## config.mk

```make
export PLATFORM = sky130hd
export DESIGN_NAME = hps_param_store
export DESIGN_NICKNAME = d
export VERILOG_FILES = /design/src/logic/hps_pkg.sv /design/src/logic/hps_param_store.sv
export SDC_FILE = /design/constraint.sdc
export NUM_CORES = 2
export LEC_CHECK = 0
export BUFFER_PORTS_ARGS = -buffer_cell sky130_fd_sc_hd__buf_4
export CAP_MARGIN = 0
export CORE_MARGIN = 2
export CORE_UTILIZATION = 40
export CTS_CLUSTER_SIZE = 20
export DETAILED_ROUTE_END_ITERATION = 6
export GPL_ROUTABILITY_DRIVEN = 0
export GPL_TIMING_DRIVEN = 0
export MAX_ROUTING_LAYER = met4
export PLACE_DENSITY = 0.59
export SKIP_LAST_GASP = 1
export SYNTH_ARGS = -nofsm -noshare
export SYNTH_HDL_FRONTEND = slang
export SYNTH_SLANG_ARGS = --single-unit
```

## constraint.sdc

```tcl
create_clock -name aclk -period 5.56 [get_ports aclk]
set_input_delay 1.112 -clock aclk [delete_from_list [all_inputs] [get_ports aclk]]
set_output_delay 1.112 -clock aclk [all_outputs]
set_load 0.02 [all_outputs]
```

## src/logic/hps_pkg.sv

```systemverilog
package hps_pkg;
	localparam logic [7:0]  REG_CMD     = 8'h00;
	localparam logic [7:0]  REG_SEL     = 8'h04;
	localparam logic [7:0]  REG_DATA    = 8'h08;
	localparam logic [7:0]  REG_STAT    = 8'h0c;
	localparam logic [7:0]  REG_IDRST   = 8'h10;
	localparam logic [7:0]  SVC_SAVE    = 8'h16;
	localparam logic [7:0]  SVC_RESTORE = 8'h15;
	localparam logic [7:0]  SVC_RESET   = 8'h05;
	localparam logic [7:0]  IDRST_TYPE1 = 8'h01;
	localparam logic [1:0]  RESP_OKAY   = 2'b00;
	localparam logic [1:0]  RESP_SLVERR = 2'b10;
	localparam int          NUM_ENTRY   = 64;
	localparam logic [5:0]  E_SELECT    = 6'd1;
	localparam logic [5:0]  E_OK_LOW    = 6'd2;
	localparam logic [5:0]  E_OK_HIGH   = 6'd3;
	localparam logic [5:0]  E_CAL       = 6'd4;
	localparam logic [5:0]  E_LIMIT     = 6'd5;
	localparam logic [5:0]  E_MEAS      = 6'd6;
	localparam logic [5:0]  E_ORDER     = 6'd7;
	localparam logic [5:0]  E_MAXSTART  = 6'd8;
	localparam logic [5:0]  E_DIAG_EN   = 6'd9;
	localparam logic [5:0]  E_ALLOY     = 6'd10;
	localparam logic [5:0]  E_RANGE     = 6'd11;
	localparam logic [5:0]  E_DIAG_DLY  = 6'd12;
	localparam logic [5:0]  E_TIME      = 6'd31;
	localparam logic [5:0]  E_DATE      = 6'd32;
	localparam logic [5:0]  E_CNT_FIRST = 6'd35;
	localparam logic [5:0]  E_CNT_LAST  = 6'd43;
	localparam logic [5:0]  E_PROT_FIRST = 6'd50;
	localparam logic [5:0]  E_PROT_LAST  = 6'd61;
	localparam logic [15:0] DEF_SELECT   = 16'h000a;
	localparam logic [15:0] DEF_OK_LOW   = 16'h000a;
	localparam logic [15:0] DEF_OK_HIGH  = 16'h000a;
	localparam logic [15:0] DEF_CAL      = 16'h0014;
	localparam logic [15:0] DEF_LIMIT    = 16'h01f4;
	localparam logic [15:0] DEF_MEAS     = 16'h0011;
	localparam logic [15:0] DEF_MAXSTART = 16'h012c;
	localparam logic [15:0] CAL_MAX      = 16'h0028;
	localparam logic [15:0] CAL_FROM_IN  = 16'hffff;
	localparam logic [15:0] TIME_MAX     = 16'h03e7;
	localparam logic [7:0]  SEL_300      = 8'h00;
	localparam logic [7:0]  SEL_500      = 8'h04;
	localparam logic [7:0]  SEL_PC       = 8'h09;
	localparam logic [7:0]  SEL_ROTARY   = 8'h0a;
	localparam logic [7:0]  SEL_VAR      = 8'h0b;
	localparam logic [9:0]  RANGE_300    = 10'd300;
	localparam logic [9:0]  RANGE_500    = 10'd500;
	localparam logic [9:0]  ERR_HOT      = 10'd305;
	localparam logic [9:0]  ERR_LEFT_LO  = 10'd307;
	localparam logic [9:0]  ERR_LEFT_HI  = 10'd308;
	localparam logic [9:0]  ERR_NOARM_LO = 10'd309;
	localparam logic [9:0]  ERR_NOARM_HI = 10'd310;
	localparam int          CLK_MHZ      = 200;
	localparam int          TICK_MS      = 10;
	localparam int          TICK_CYC     = TICK_MS * 1000 * CLK_MHZ;
	localparam int          MEAS_UNIT_US = 100;
	localparam int          MEAS_UNIT_CYC = MEAS_UNIT_US * CLK_MHZ;
	localparam int          ST_RESERVED  = 18;
endpackage : hps_pkg

```

## src/logic/hps_param_store.sv

```systemverilog
// Behaviour
// - Working values are lost at power loss unless saved first.
// - Entries with protected descriptor refuse every write.
// - Time, date and counter entries write through to retentive store at once.
// - Save service copies all working values into retentive store.
// - Restore service reloads all working values from retentive store, any time.
// - Reset service loads defaults into working and retentive store.
// - Services only address class entry 0 and act on all entries.
// - At power-up working values load from retentive store, or defaults fill both when it is blank.
// - Identity type 1 reset also restores all defaults.
// - Selector picks 300, 500, PC, rotary switch, or entries 11 and 10.
// - Calibration 0 to 40, default 20; -1 takes set-point input.
// - Heating ends after time limit; no reheat until start drops.
// - Time limit in 10 ms units, 0 to 999, default 500.
// - Measuring impulses have configured length, default 1.7 ms.
// - One byte order setting swaps both cyclic in and out words.
// - Start hotter than max start temperature: no heat, error 305, alarm.
// - Diagnosis arms in band at start; leaving band gives 307/308.
// - Not armed when start drops gives 309/310 and alarm.
// - Band limits shared with window flag, default 10 K each side.
// - Delay after first low-limit crossing holds off arming.
module hps_param_store #(
	parameter int TICK_CYC      = hps_pkg::TICK_CYC,
	parameter int MEAS_UNIT_CYC = hps_pkg::MEAS_UNIT_CYC
) (
	input  wire logic        aclk,
	input  wire logic        aresetn,
	input  wire logic [7:0]  s_axi_awaddr,
	input  wire logic [2:0]  s_axi_awprot,
	input  wire logic        s_axi_awvalid,
	output logic             s_axi_awready,
	input  wire logic [31:0] s_axi_wdata,
	input  wire logic [3:0]  s_axi_wstrb,
	input  wire logic        s_axi_wvalid,
	output logic             s_axi_wready,
	output logic [1:0]       s_axi_bresp,
	output logic             s_axi_bvalid,
	input  wire logic        s_axi_bready,
	input  wire logic [7:0]  s_axi_araddr,
	input  wire logic [2:0]  s_axi_arprot,
	input  wire logic        s_axi_arvalid,
	output logic             s_axi_arready,
	output logic [31:0]      s_axi_rdata,
	output logic [1:0]       s_axi_rresp,
	output logic             s_axi_rvalid,
	input  wire logic        s_axi_rready,
	input  wire logic        nv_blank,
	input  wire logic        heat_start_bit,
	input  wire logic [15:0] actual_temp,
	input  wire logic [15:0] set_point,
	input  wire logic [9:0]  rotary_range,
	input  wire logic [7:0]  rotary_alloy,
	input  wire logic [9:0]  pc_range,
	input  wire logic [7:0]  pc_alloy,
	input  wire logic [15:0] cyc_in_raw,
	input  wire logic [15:0] cyc_out_raw,
	output logic             heat_enable,
	output logic             measure_pulse,
	output logic             alarm,
	output logic [9:0]       error_code,
	output logic             temp_in_window_flag,
	output logic [9:0]       range_celsius,
	output logic [7:0]       alloy_code,
	output logic [15:0]      cal_temp,
	output logic [15:0]      cyc_in_word,
	output logic [15:0]      cyc_out_word
);
	localparam int TW = $clog2(TICK_CYC + 1);

	typedef enum logic [1:0] {EN_IDLE, EN_LOAD, EN_SAVE, EN_DEF} hps_eng_type;
	typedef enum logic [1:0] {SU_IDLE, SU_HEAT, SU_LOCK} hps_sup_type;

	function automatic logic [15:0] dflt(input logic [5:0] i);
		unique case (i)
			hps_pkg::E_SELECT:   dflt = hps_pkg::DEF_SELECT;
			hps_pkg::E_OK_LOW:   dflt = hps_pkg::DEF_OK_LOW;
			hps_pkg::E_OK_HIGH:  dflt = hps_pkg::DEF_OK_HIGH;
			hps_pkg::E_CAL:      dflt = hps_pkg::DEF_CAL;
			hps_pkg::E_LIMIT:    dflt = hps_pkg::DEF_LIMIT;
			hps_pkg::E_MEAS:     dflt = hps_pkg::DEF_MEAS;
			hps_pkg::E_MAXSTART: dflt = hps_pkg::DEF_MAXSTART;
			default:             dflt = 16'h0000;
		endcase
	endfunction : dflt

	function automatic logic is_prot(input logic [5:0] i);
		is_prot = i >= hps_pkg::E_PROT_FIRST && i <= hps_pkg::E_PROT_LAST;
	endfunction : is_prot

	function automatic logic is_pers(input logic [5:0] i);
		is_pers = i == hps_pkg::E_TIME || i == hps_pkg::E_DATE ||
			(i >= hps_pkg::E_CNT_FIRST && i <= hps_pkg::E_CNT_LAST);
	endfunction : is_pers

	function automatic logic val_ok(input logic [5:0] i, input logic [15:0] v);
		unique case (i)
			hps_pkg::E_CAL:      val_ok = v <= hps_pkg::CAL_MAX || v == hps_pkg::CAL_FROM_IN;
			hps_pkg::E_LIMIT,
			hps_pkg::E_DIAG_DLY: val_ok = v <= hps_pkg::TIME_MAX;
			default:             val_ok = 1'b1;
		endcase
	endfunction : val_ok

	// Retentive array has no reset: it stands in for the non-volatile store
	logic [15:0] work_mem [hps_pkg::NUM_ENTRY];
	logic [15:0] ret_mem  [hps_pkg::NUM_ENTRY];

	hps_eng_type eng_q, eng_d;
	hps_sup_type sup_q, sup_d;
	logic [5:0]  idx_q, idx_d, sel_q, sel_d;
	logic        boot_q, boot_d, refused_q, refused_d;
	logic        bvalid_q, bvalid_d, rvalid_q, rvalid_d;
	logic [1:0]  bresp_q, bresp_d, rresp_q, rresp_d;
	logic [31:0] rdata_q, rdata_d;
	logic        w_we, r_we;
	logic [5:0]  w_a, r_a;
	logic [15:0] w_v, r_v, merged;
	logic        wr_go, rd_go, wr_ok;

	assign wr_go = s_axi_awvalid && s_axi_wvalid && !bvalid_q;
	assign rd_go = s_axi_arvalid && !rvalid_q;
	assign s_axi_awready = wr_go;
	assign s_axi_wready  = wr_go;
	assign s_axi_arready = rd_go;
	assign s_axi_bvalid  = bvalid_q;
	assign s_axi_bresp   = bresp_q;
	assign s_axi_rvalid  = rvalid_q;
	assign s_axi_rresp   = rresp_q;
	assign s_axi_rdata   = rdata_q;
	assign merged = {s_axi_wstrb[1] ? s_axi_wdata[15:8] : work_mem[sel_q][15:8],
		s_axi_wstrb[0] ? s_axi_wdata[7:0] : work_mem[sel_q][7:0]};

	always_comb begin
		eng_d = eng_q;
		idx_d = idx_q;
		sel_d = sel_q;
		boot_d = 1'b0;
		refused_d = refused_q;
		bvalid_d = bvalid_q && !s_axi_bready;
		bresp_d = bresp_q;
		rvalid_d = rvalid_q && !s_axi_rready;
		rresp_d = rresp_q;
		rdata_d = rdata_q;
		w_we = 1'b0;
		w_a = idx_q;
		w_v = ret_mem[idx_q];
		r_we = 1'b0;
		r_a = idx_q;
		r_v = work_mem[idx_q];
		wr_ok = 1'b0;
		unique case (eng_q)
			EN_IDLE: begin
				idx_d = '0;
				if (boot_q)
					eng_d = nv_blank ? EN_DEF : EN_LOAD;
			end
			EN_LOAD: w_we = 1'b1;
			EN_SAVE: r_we = 1'b1;
			EN_DEF: begin
				w_we = 1'b1;
				r_we = 1'b1;
				w_v = dflt(idx_q);
				r_v = dflt(idx_q);
			end
		endcase
		if (eng_q != EN_IDLE) begin
			idx_d = idx_q + 6'd1;
			if (idx_q == 6'(hps_pkg::NUM_ENTRY - 1))
				eng_d = EN_IDLE;
		end
		if (wr_go) begin
			bvalid_d = 1'b1;
			unique case (s_axi_awaddr)
				hps_pkg::REG_CMD: begin
					// Whole-store services, class entry only
					if (eng_q == EN_IDLE && !boot_q && s_axi_wdata[15:8] == 8'h00) begin
						wr_ok = 1'b1;
						unique case (s_axi_wdata[7:0])
							hps_pkg::SVC_SAVE:    eng_d = EN_SAVE;
							hps_pkg::SVC_RESTORE: eng_d = EN_LOAD;
							hps_pkg::SVC_RESET:   eng_d = EN_DEF;
							default:              wr_ok = 1'b0;
						endcase
					end
				end
				hps_pkg::REG_IDRST: begin
					wr_ok = eng_q == EN_IDLE && !boot_q &&
						s_axi_wdata[7:0] == hps_pkg::IDRST_TYPE1;
					if (wr_ok)
						eng_d = EN_DEF;
				end
				hps_pkg::REG_SEL: begin
					wr_ok = 1'b1;
					sel_d = s_axi_wdata[5:0];
				end
				hps_pkg::REG_DATA: begin
					wr_ok = eng_q == EN_IDLE && !boot_q && !is_prot(sel_q) &&
						val_ok(sel_q, merged);
					if (wr_ok) begin
						// Working copy changes; time, date and counter entries also go to the retentive copy
						w_we = 1'b1;
						w_a = sel_q;
						w_v = merged;
						r_we = is_pers(sel_q);
						r_a = sel_q;
						r_v = merged;
					end
				end
				hps_pkg::REG_STAT: wr_ok = 1'b1;
				default: wr_ok = 1'b0;
			endcase
			bresp_d = wr_ok ? hps_pkg::RESP_OKAY : hps_pkg::RESP_SLVERR;
			if (s_axi_awaddr == hps_pkg::REG_STAT && s_axi_wdata[13])
				refused_d = 1'b0;
		end
		if (wr_go && !wr_ok)
			refused_d = 1'b1;
		if (rd_go) begin
			rvalid_d = 1'b1;
			rresp_d = hps_pkg::RESP_OKAY;
			unique case (s_axi_araddr)
				hps_pkg::REG_SEL:   rdata_d = {26'h0, sel_q};
				hps_pkg::REG_DATA:  rdata_d = {16'h0, work_mem[sel_q]};
				hps_pkg::REG_STAT:  rdata_d = {hps_pkg::ST_RESERVED'(0), refused_q,
					eng_q != EN_IDLE, heat_enable, alarm, error_code};
				hps_pkg::REG_CMD,
				hps_pkg::REG_IDRST: rdata_d = 32'h0;
				default: begin
					rdata_d = 32'h0;
					rresp_d = hps_pkg::RESP_SLVERR;
				end
			endcase
		end
	end

	always_ff @(posedge aclk) begin
		if (w_we)
			work_mem[w_a] <= w_v;
		if (r_we)
			ret_mem[r_a] <= r_v;
		if (!aresetn) begin
			eng_q <= EN_IDLE;
			idx_q <= '0;
			sel_q <= '0;
			boot_q <= 1'b1;
			refused_q <= 1'b0;
			bvalid_q <= 1'b0;
			bresp_q <= 2'b00;
			rvalid_q <= 1'b0;
			rresp_q <= 2'b00;
			rdata_q <= 32'h0;
		end else begin
			eng_q <= eng_d;
			idx_q <= idx_d;
			sel_q <= sel_d;
			boot_q <= boot_d;
			refused_q <= refused_d;
			bvalid_q <= bvalid_d;
			bresp_q <= bresp_d;
			rvalid_q <= rvalid_d;
			rresp_q <= rresp_d;
			rdata_q <= rdata_d;
		end
	end

	// Supervision
	logic [17:0] rot_s1, rot_s2;
	logic [TW-1:0] tick_cnt_q, tick_cnt_d;
	logic [15:0] hcnt_q, hcnt_d, dcnt_q, dcnt_d, prev_sel;
	logic [31:0] meas_q, meas_d;
	logic        tick, start_q, rise, fall, in_band, above_lo, below_hi;
	logic        armed_q, armed_d, low_seen_q, low_seen_d, alarm_q, alarm_d;
	logic        heat_q, heat_d, meas_on_q, win_q;
	logic [9:0]  err_q, err_d, rng_q, rng_d;
	logic [7:0]  alloy_q, alloy_d;
	logic [15:0] cal_q, cal_d, cin_q, cout_q;
	logic [16:0] act_lo, set_hi;

	assign prev_sel = work_mem[hps_pkg::E_SELECT];
	assign tick = tick_cnt_q == TW'(TICK_CYC - 1);
	assign rise = heat_start_bit && !start_q;
	assign fall = !heat_start_bit && start_q;
	assign act_lo = {1'b0, actual_temp} + {1'b0, work_mem[hps_pkg::E_OK_LOW]};
	assign set_hi = {1'b0, set_point} + {1'b0, work_mem[hps_pkg::E_OK_HIGH]};
	assign above_lo = act_lo >= {1'b0, set_point};
	assign below_hi = {1'b0, actual_temp} <= set_hi;
	assign in_band = above_lo && below_hi;

	always_comb begin
		tick_cnt_d = tick ? '0 : tick_cnt_q + TW'(1);
		sup_d = sup_q;
		hcnt_d = hcnt_q;
		dcnt_d = dcnt_q;
		armed_d = armed_q;
		low_seen_d = low_seen_q;
		alarm_d = alarm_q;
		err_d = err_q;
		heat_d = 1'b0;
		meas_d = meas_q != 32'h0 ? meas_q - 32'h1 : 32'h0;
		unique case (sup_q)
			SU_IDLE: if (rise) begin
				if (actual_temp > work_mem[hps_pkg::E_MAXSTART]) begin
					sup_d = SU_LOCK;
					if (err_q == 10'd0)
						err_d = hps_pkg::ERR_HOT;
					alarm_d = 1'b1;
				end else begin
					sup_d = SU_HEAT;
					heat_d = 1'b1;
					err_d = 10'd0;
					alarm_d = 1'b0;
					hcnt_d = '0;
					dcnt_d = '0;
					armed_d = 1'b0;
					low_seen_d = 1'b0;
				end
			end
			SU_HEAT: begin
				heat_d = 1'b1;
				if (tick)
					hcnt_d = hcnt_q + 16'd1;
				if (above_lo)
					low_seen_d = 1'b1;
				if (low_seen_q && tick && dcnt_q < work_mem[hps_pkg::E_DIAG_DLY])
					dcnt_d = dcnt_q + 16'd1;
				if (work_mem[hps_pkg::E_DIAG_EN][0]) begin
					if (!armed_q && in_band && low_seen_q &&
						dcnt_q >= work_mem[hps_pkg::E_DIAG_DLY])
						armed_d = 1'b1;
					if (armed_q && !in_band && err_q == 10'd0) begin
						err_d = above_lo ? hps_pkg::ERR_LEFT_HI : hps_pkg::ERR_LEFT_LO;
						alarm_d = 1'b1;
					end
				end
				if (!heat_start_bit) begin
					sup_d = SU_IDLE;
					heat_d = 1'b0;
					if (work_mem[hps_pkg::E_DIAG_EN][0] && !armed_q && err_q == 10'd0) begin
						err_d = above_lo ? hps_pkg::ERR_NOARM_HI : hps_pkg::ERR_NOARM_LO;
						alarm_d = 1'b1;
					end
				end else if (work_mem[hps_pkg::E_LIMIT] != 16'h0 &&
					hcnt_q >= work_mem[hps_pkg::E_LIMIT]) begin
					sup_d = SU_LOCK;
					heat_d = 1'b0;
				end
			end
			SU_LOCK: if (!heat_start_bit)
				sup_d = SU_IDLE;
		endcase
		// Measuring impulses only start between heating phases
		if (tick && sup_q != SU_HEAT && meas_q == 32'h0)
			meas_d = 32'(work_mem[hps_pkg::E_MEAS]) * 32'(MEAS_UNIT_CYC);
		unique case (prev_sel[7:0])
			hps_pkg::SEL_300: rng_d = hps_pkg::RANGE_300;
			hps_pkg::SEL_500: rng_d = hps_pkg::RANGE_500;
			hps_pkg::SEL_PC:  rng_d = pc_range;
			hps_pkg::SEL_VAR: rng_d = work_mem[hps_pkg::E_RANGE][9:0];
			default:          rng_d = rot_s2[17:8];
		endcase
		unique case (prev_sel[7:0])
			hps_pkg::SEL_300,
			hps_pkg::SEL_500: alloy_d = 8'h00;
			hps_pkg::SEL_PC:  alloy_d = pc_alloy;
			hps_pkg::SEL_VAR: alloy_d = work_mem[hps_pkg::E_ALLOY][7:0];
			default:          alloy_d = rot_s2[7:0];
		endcase
		cal_d = work_mem[hps_pkg::E_CAL] == hps_pkg::CAL_FROM_IN ? set_point :
			work_mem[hps_pkg::E_CAL];
	end

	always_ff @(posedge aclk) begin
		rot_s1 <= {rotary_range, rotary_alloy};
		rot_s2 <= rot_s1;
		if (!aresetn) begin
			sup_q <= SU_IDLE;
			tick_cnt_q <= '0;
			hcnt_q <= '0;
			dcnt_q <= '0;
			armed_q <= 1'b0;
			low_seen_q <= 1'b0;
			alarm_q <= 1'b0;
			err_q <= '0;
			heat_q <= 1'b0;
			meas_q <= '0;
			meas_on_q <= 1'b0;
			start_q <= 1'b0;
			win_q <= 1'b0;
			rng_q <= '0;
			alloy_q <= '0;
			cal_q <= '0;
			cin_q <= '0;
			cout_q <= '0;
		end else begin
			sup_q <= sup_d;
			tick_cnt_q <= tick_cnt_d;
			hcnt_q <= hcnt_d;
			dcnt_q <= dcnt_d;
			armed_q <= armed_d;
			low_seen_q <= low_seen_d;
			alarm_q <= alarm_d;
			err_q <= err_d;
			heat_q <= heat_d;
			meas_q <= meas_d;
			meas_on_q <= meas_d != 32'h0;
			start_q <= heat_start_bit;
			win_q <= in_band;
			rng_q <= rng_d;
			alloy_q <= alloy_d;
			cal_q <= cal_d;
			cin_q <= work_mem[hps_pkg::E_ORDER][0] ? {cyc_in_raw[7:0], cyc_in_raw[15:8]} :
				cyc_in_raw;
			cout_q <= work_mem[hps_pkg::E_ORDER][0] ? {cyc_out_raw[7:0], cyc_out_raw[15:8]} :
				cyc_out_raw;
		end
	end

	assign heat_enable = heat_q;
	assign measure_pulse = meas_on_q;
	assign alarm = alarm_q;
	assign error_code = err_q;
	assign temp_in_window_flag = win_q;
	assign range_celsius = rng_q;
	assign alloy_code = alloy_q;
	assign cal_temp = cal_q;
	assign cyc_in_word = cin_q;
	assign cyc_out_word = cout_q;
endmodule : hps_param_store

```

[Word-level counts from Yosys, hierarchy flattened]
Memory sizes are Yosys's and may differ from the RTL's. A register that Yosys moved wholly into a read port is not among the register bits.
Cells that the tools add are included.
Storage, ports and cells
  input bits: 167
  word-level logic and storage cells: 284
  bits in writable memories: 2048
  latch bits: 0
  memories kept: 2
  output and inout bits: 121
  bits in read-only memories: 0
  register bits: 260
Cells by class
  eq/ne operators: 47
  shift operators: 0
  divide/modulo/power cells: 0
  order comparisons: 12
  reduce and logical (&&, ||, !) cells: 75
  multipliers: 1
  add/sub/neg operators: 7
  muxes and demuxes: 109
  bitwise operators: 1
Memory list
  ret_mem: words 64, bits a word 16, read ports 1, clocked after Yosys merged registers in 1, write ports 1, RTL line hps_param_store.sv:106  | logic [15:0] ret_mem [hps_pkg::NUM_ENTRY];
  work_mem: words 64, bits a word 16, read ports 14, clocked after Yosys merged registers in 2, write ports 1, RTL line hps_param_store.sv:105  | logic [15:0] work_mem [hps_pkg::NUM_ENTRY];
Operator list (number)
  $mux 16: 15
  $mux 10: 7
  $mux 6: 11
  $mux 32: 2
  $pmux 16 s2: 2
  $reduce_bool 32->1: 2
  $eq 8x4->1 const B: 6
  $pmux 16 s3: 1
  $pmux 9 s5: 1
  $pmux 10 s4: 1
  $mux 1: 39
  $add 16x16->17: 2
  $add 16x1->16 const B: 2
  $eq 16x16->1 const B: 2
  $eq 8x3->1 const B: 4
  $eq 8x5->1 const B: 4
  $ge 16x16->1: 2
  $logic_not 32->1: 1
  $logic_not 8->1: 4
  $mux 2: 16
  $sub 32x1->32 const B: 1
  $eq 6x3->1 const B: 5
  $logic_and 1x1->1: 28
  $mul 16x10->26 const B: 1
  44 further kinds: 93

[Longest topological paths before layout]
  depth after elaboration: 14
  mapped depth: 24
  mapped depth without buffers: 24

[Least setup slack after synthesis]
OpenSTA, ideal clock, no wires.
  kind: flip-flop to flip-flop
  from: reg (tool-made name)
  to: mem work_mem[0][1], data pin
  setup time: 0.548 ns
  path buffers: 6
  required time: 5.012 ns
  cell stages (with the launch flop): 18
  setup slack: -0.429 ns
  period minus slack after synthesis: 5.989 ns
  data arrival time: 5.440 ns
  path through: dfxtp_1 > buf_6 > buf_8 > buf_2 > mux4_2 > a22oi_1 > nand3_1 > a21o_1 > o221a_2 > or4_1 > and3_1 > nor3_1 > a31oi_1 > o22a_1 > buf_6 > buf_6 > buf_2 > a21oi_1
RTL lines (RTL line)
  end, declared: hps_param_store.sv:105

[Worst setup path in the final report]
  from: reg idx_q[1]
  to: mem ret_mem[48][7], data pin
On the way
  word-level cells in the longest chain between the ends: 7
  elaborated cells between the ends (all ways): 13
  those cells by class: 7 x eq/ne; 5 x mux; 1 x reduce/logical
Ends and longest elaborated chain
  start, declared: RTL line hps_param_store.sv:110  | logic [5:0] idx_q, idx_d, sel_q, sel_d;
  start signal, assigned: RTL line hps_param_store.sv:254  | idx_q <= idx_d;
  $eq 6x2->1 or $eq 6x1->1 (tied branches): RTL line hps_param_store.sv:74  | unique case (i)
  $reduce_or 3->1 (no source line)
  $pmux 9 s5 (*): RTL line hps_param_store.sv:74
  $mux 16 (*): RTL line hps_param_store.sv:151  | unique case (eng_q)
  $mux 16: RTL line hps_param_store.sv:199  | if (wr_ok) begin
  $mux 16: RTL line hps_param_store.sv:173  | unique case (s_axi_awaddr)
  $mux 16 (*): RTL line hps_param_store.sv:171  | if (wr_go) begin
  end, declared: RTL line hps_param_store.sv:106
Every way passes the cells marked *; elsewhere a longest branch is shown, timed or not.

==> qor.tcl <==
set qor(clkSinkCount) 2296
set qor(number_of_cts_inserted_buffers) 232
set qor(fin_ws_ns) -0.4209
set qor(place.port_buffers) 242
set qor(die-width_um) 514.7
set qor(cts_hold_buf) 0
set qor(grt_start_max_net_pins) 65
set qor(fp.dieH_um) 514.7
set qor(wirelength_mm) 439.3
set qor(syn_area_per_cell_um2) 17.44
set qor(outcome) {finished, violations left}
set qor(dpl_cell_area_mm2) 0.1152
set qor(clk_pin_slew_worst_paths_ns) 0.06
set qor(synth.yosys.warnings) 0
set qor(violations) {DRC, capacitance limit, slew limit, setup timing}
set qor(starting_utilization_of_the_core_area_pct) 40.20
set qor(timing.critical_path.from_type) {flip-flop}
set qor(maxCapViolations) 11
set qor(clock_path_buffers) 3
set qor(vias_in_the_first_global_route) 66868
set qor(h-tree-depth) 4
set qor(placedCellCount) 9781
set qor(share_of_the_core_filled_with_cells_pct) 48.93
set qor(design.final.nets) 7201
set qor(die-area_mm2) 0.2649
set qor(post_layout_nonfiller_instances) 10436
set qor(dpl.hpwl_mm) 304.3
set qor(first_iter_violations) 13729
set qor(yosys-top-cells-count) {sky130_fd_sc_hd__edfxtp_1, sky130_fd_sc_hd__mux4_2, sky130_fd_sc_hd__nor2_1}
set qor(crit_top_cell) {sky130_fd_sc_hd__mux4_2}
set qor(cp-end-kind) {flip-flop}
set qor(drc) 500
set qor(wl_per_cell_um) 42.09
set qor(grt_pass1_wl_mm) 579.5
set qor(ys_async_sr_fraction_pct) 0
set qor(synth_seq_area_share_pct) 63.72
set qor(post_synth_instance_area_mm2) 0.1043
set qor(critPathSlowestCell) {sky130_fd_sc_hd__a22oi_1}
set qor(synth_flop_cell) {sky130_fd_sc_hd__edfxtp_1}
set qor(power.density_mw_per_mm2) 315.1
set qor(drt_pass1_iterations) 7
set qor(yosysUniqueCellTypes) 93
set qor(syn-instance-count) 5981
set qor(grt_use_total_pct) 33.51
set qor(period_share_pct) 107.6
set qor(design_area_mm2) 0.1270
set qor(timing.critical_path.required_ns) 6.10
set qor(post_synth_main_area_contributors) {sky130_fd_sc_hd__edfxtp_1, sky130_fd_sc_hd__mux4_2, sky130_fd_sc_hd__dfxtp_1}
set qor(worst_path_largest_cell_delay_ns) 1.06
set qor(cts.root.buffer_cell) {sky130_fd_sc_hd__clkbuf_16}
set qor(synth_enable_flop_cells) 2048
set qor(routed-via-count) 70499
set qor(grt.overflow.total) 0
set qor(nFillCells) 21104
set qor(grt_antenna_before_repair) 23
set qor(final_period_minus_worst_setup_slack_ns) 5.981
set qor(drt_antenna_net_count) 0
set qor(drt-vias-per-instance) 6.755
set qor(io_pins) 288
set qor(timing.final.setup_violations) 2351
set qor(area_growth_syn_to_layout_pct) 21.71
set qor(max-vdd-ir-drop_v) 0.0003815
set qor(critical_path.reg2reg.startpoint) {idx_q[1]}
set qor(clock.fmax_ghz) 0.1672
set qor(tritoncts) {done}
set qor(report.power.total_w) 0.04000
set qor(insertion_delay_ns) 0.95
set qor(unrepaired_setup_endpoints_after_global_routing) {true}
set qor(finalMaxSlewViolations) 115
set qor(worstPathCellList) {clkbuf_2 -> clkbuf_1 -> buf_2 -> mux4_2 -> mux4_2 -> mux4_2 -> a22oi_1 -> a21oi_2}
set qor(min-delay-start) {rotary_range[1]}
set qor(core_region_area_mm2) 0.2595
set qor(hold_slack_ns) 0.2816
set qor(synth_largest_type_area_fraction_pct) 58.96
set qor(hold_viol) 0
set qor(setup_crit_start) {idx_q[1]}
set qor(row_count) 187
set qor(timing.hold.worst.class) {in -> reg}
set qor(number_of_synthesized_register_bits) 2296
set qor(drive_above_1_share_pct) 33.01
set qor(max_slew_margin_pct) -11.53
set qor(crit_arrival_ns) 6.52
set qor(post-synth-top-area-cell) {sky130_fd_sc_hd__edfxtp_1}
set qor(tightest_pin_transition_ns) 1.669
set qor(worstPathMaxFanout) 12
set qor(yosysMostFrequentCell) {sky130_fd_sc_hd__edfxtp_1}
set qor(skew_ns) 0.09841
set qor(p_leak_nw) 41.07
set qor(setup.worst_path.class) {reg -> reg}
==> power by group <==
part / switching, W / internal [W]
clock: 0.00713 / 0.00896
sequential: 0.000158 / 0.0193
combinational: 0.00282 / 0.00159
total: 0.0101 / 0.0299
==> area by class of cell <==
type	instances	area (um2)	share of cell area (%)
plain buffers	350	2530	1.993
flip-flops and latches	2296	66470	52.36
inverters	212	804.5	0.6337
clock inverters	144	1540	1.213
well taps	3402	4257	3.353
multi-input cells	3152	38010	29.94
repair buffers	560	7072	5.570
clock buffers	295	6206	4.888
diodes	25	62.56	0.04928
==> per-stage QoR <==
step / setup WS (ns) / TNS, ns
after global routing: -0.2229 / -97.20
after CTS: -0.1017 / -0.1017
after global placement: -5.654 / -
final: -0.4209 / -335.66
after detailed placement: -2.717 / -6816.70
after floorplan: -0.4287 / -392.55
==> cells in the final DEF (no fill, tap or decap), types with 177 or more instances in the layout <==
cell                           n
sky130_fd_sc_hd__mux4_2      867
sky130_fd_sc_hd__ha_1        189
sky130_fd_sc_hd__nor2_1      254
sky130_fd_sc_hd__inv_1       202
sky130_fd_sc_hd__mux2i_1     185
sky130_fd_sc_hd__clkbuf_16   239
sky130_fd_sc_hd__nand2_1     240
sky130_fd_sc_hd__buf_4       385
sky130_fd_sc_hd__clkbuf_1    177
sky130_fd_sc_hd__edfxtp_1   2048
sky130_fd_sc_hd__dfxtp_1     247
==> per-layer routing <==
metal,track usage [%],wire (um),share of wire (%)
met3,14.11,66620,15
met4,25.64,44590,10
met5,-,0,0
met2,45.79,181200,41
met1,38.92,146900,33
==> kinds of logic (layout without fill, tap and decap cells) <==
logic type	after synthesis	after routing	synth area share, %
adder cells (fa/ha/maj)	230	230	3.025
buffers and inverters	566	1561	2.352
AO/OA/AOI/OAI	643	657	4.068
flip-flops	2296	2296	63.72
XOR/XNOR	111	111	0.9320
multiplexers	1090	1090	21.09
other	1	43	0.003595
AND/OR/NAND/NOR	1044	1046	4.811
==> what timing repair did <==
item / in CTS / in global routing
buffers inserted: 141 / 33
endpoints found under the setup margin: 3175 / 2718
gates cloned: 15 / 2
resized for setup: 339 / 76
pin swaps: 81 / 36
hold endpoints to repair: 0 / 0
==> worst max-delay path: cells and delay by family (launching register included) <==
family | cells | cell delay, ns
AOI/OAI and AO/OA | 2 | 1.51
buffers and inverters | 3 | 2.17
DFF | 1 | 0.35
muxes | 3 | 1.53
==> path summary, 6_finish.rpt <==
path	endpoint	slack, ns	cells after the start
worst min-delay path	rot_s1[9]	0.28	1
worst min register to register	rot_s2[1]	0.33	0
worst max register to register	ret_mem[48][7]	-0.42	8
worst max-delay path	ret_mem[48][7]	-0.42	8
==> registers in the layout (all words and copies together) (netlist names), 2 cells and up, named ones only <==
signal         flops
eng_q              2
range_celsius     10
s_axi_rdata       16
ret_mem         1024
cal_temp          16
tick_cnt_q        21
dcnt_q            16
idx_q              6
hcnt_q            16
work_mem        1024
sel_q              6
cyc_out_word      16
meas_q            32
rot_s1            18
cyc_in_word       16
sup_q              2
alloy_code         8
error_code        10
rot_s2            18
(Power assumes the default switching activity.)
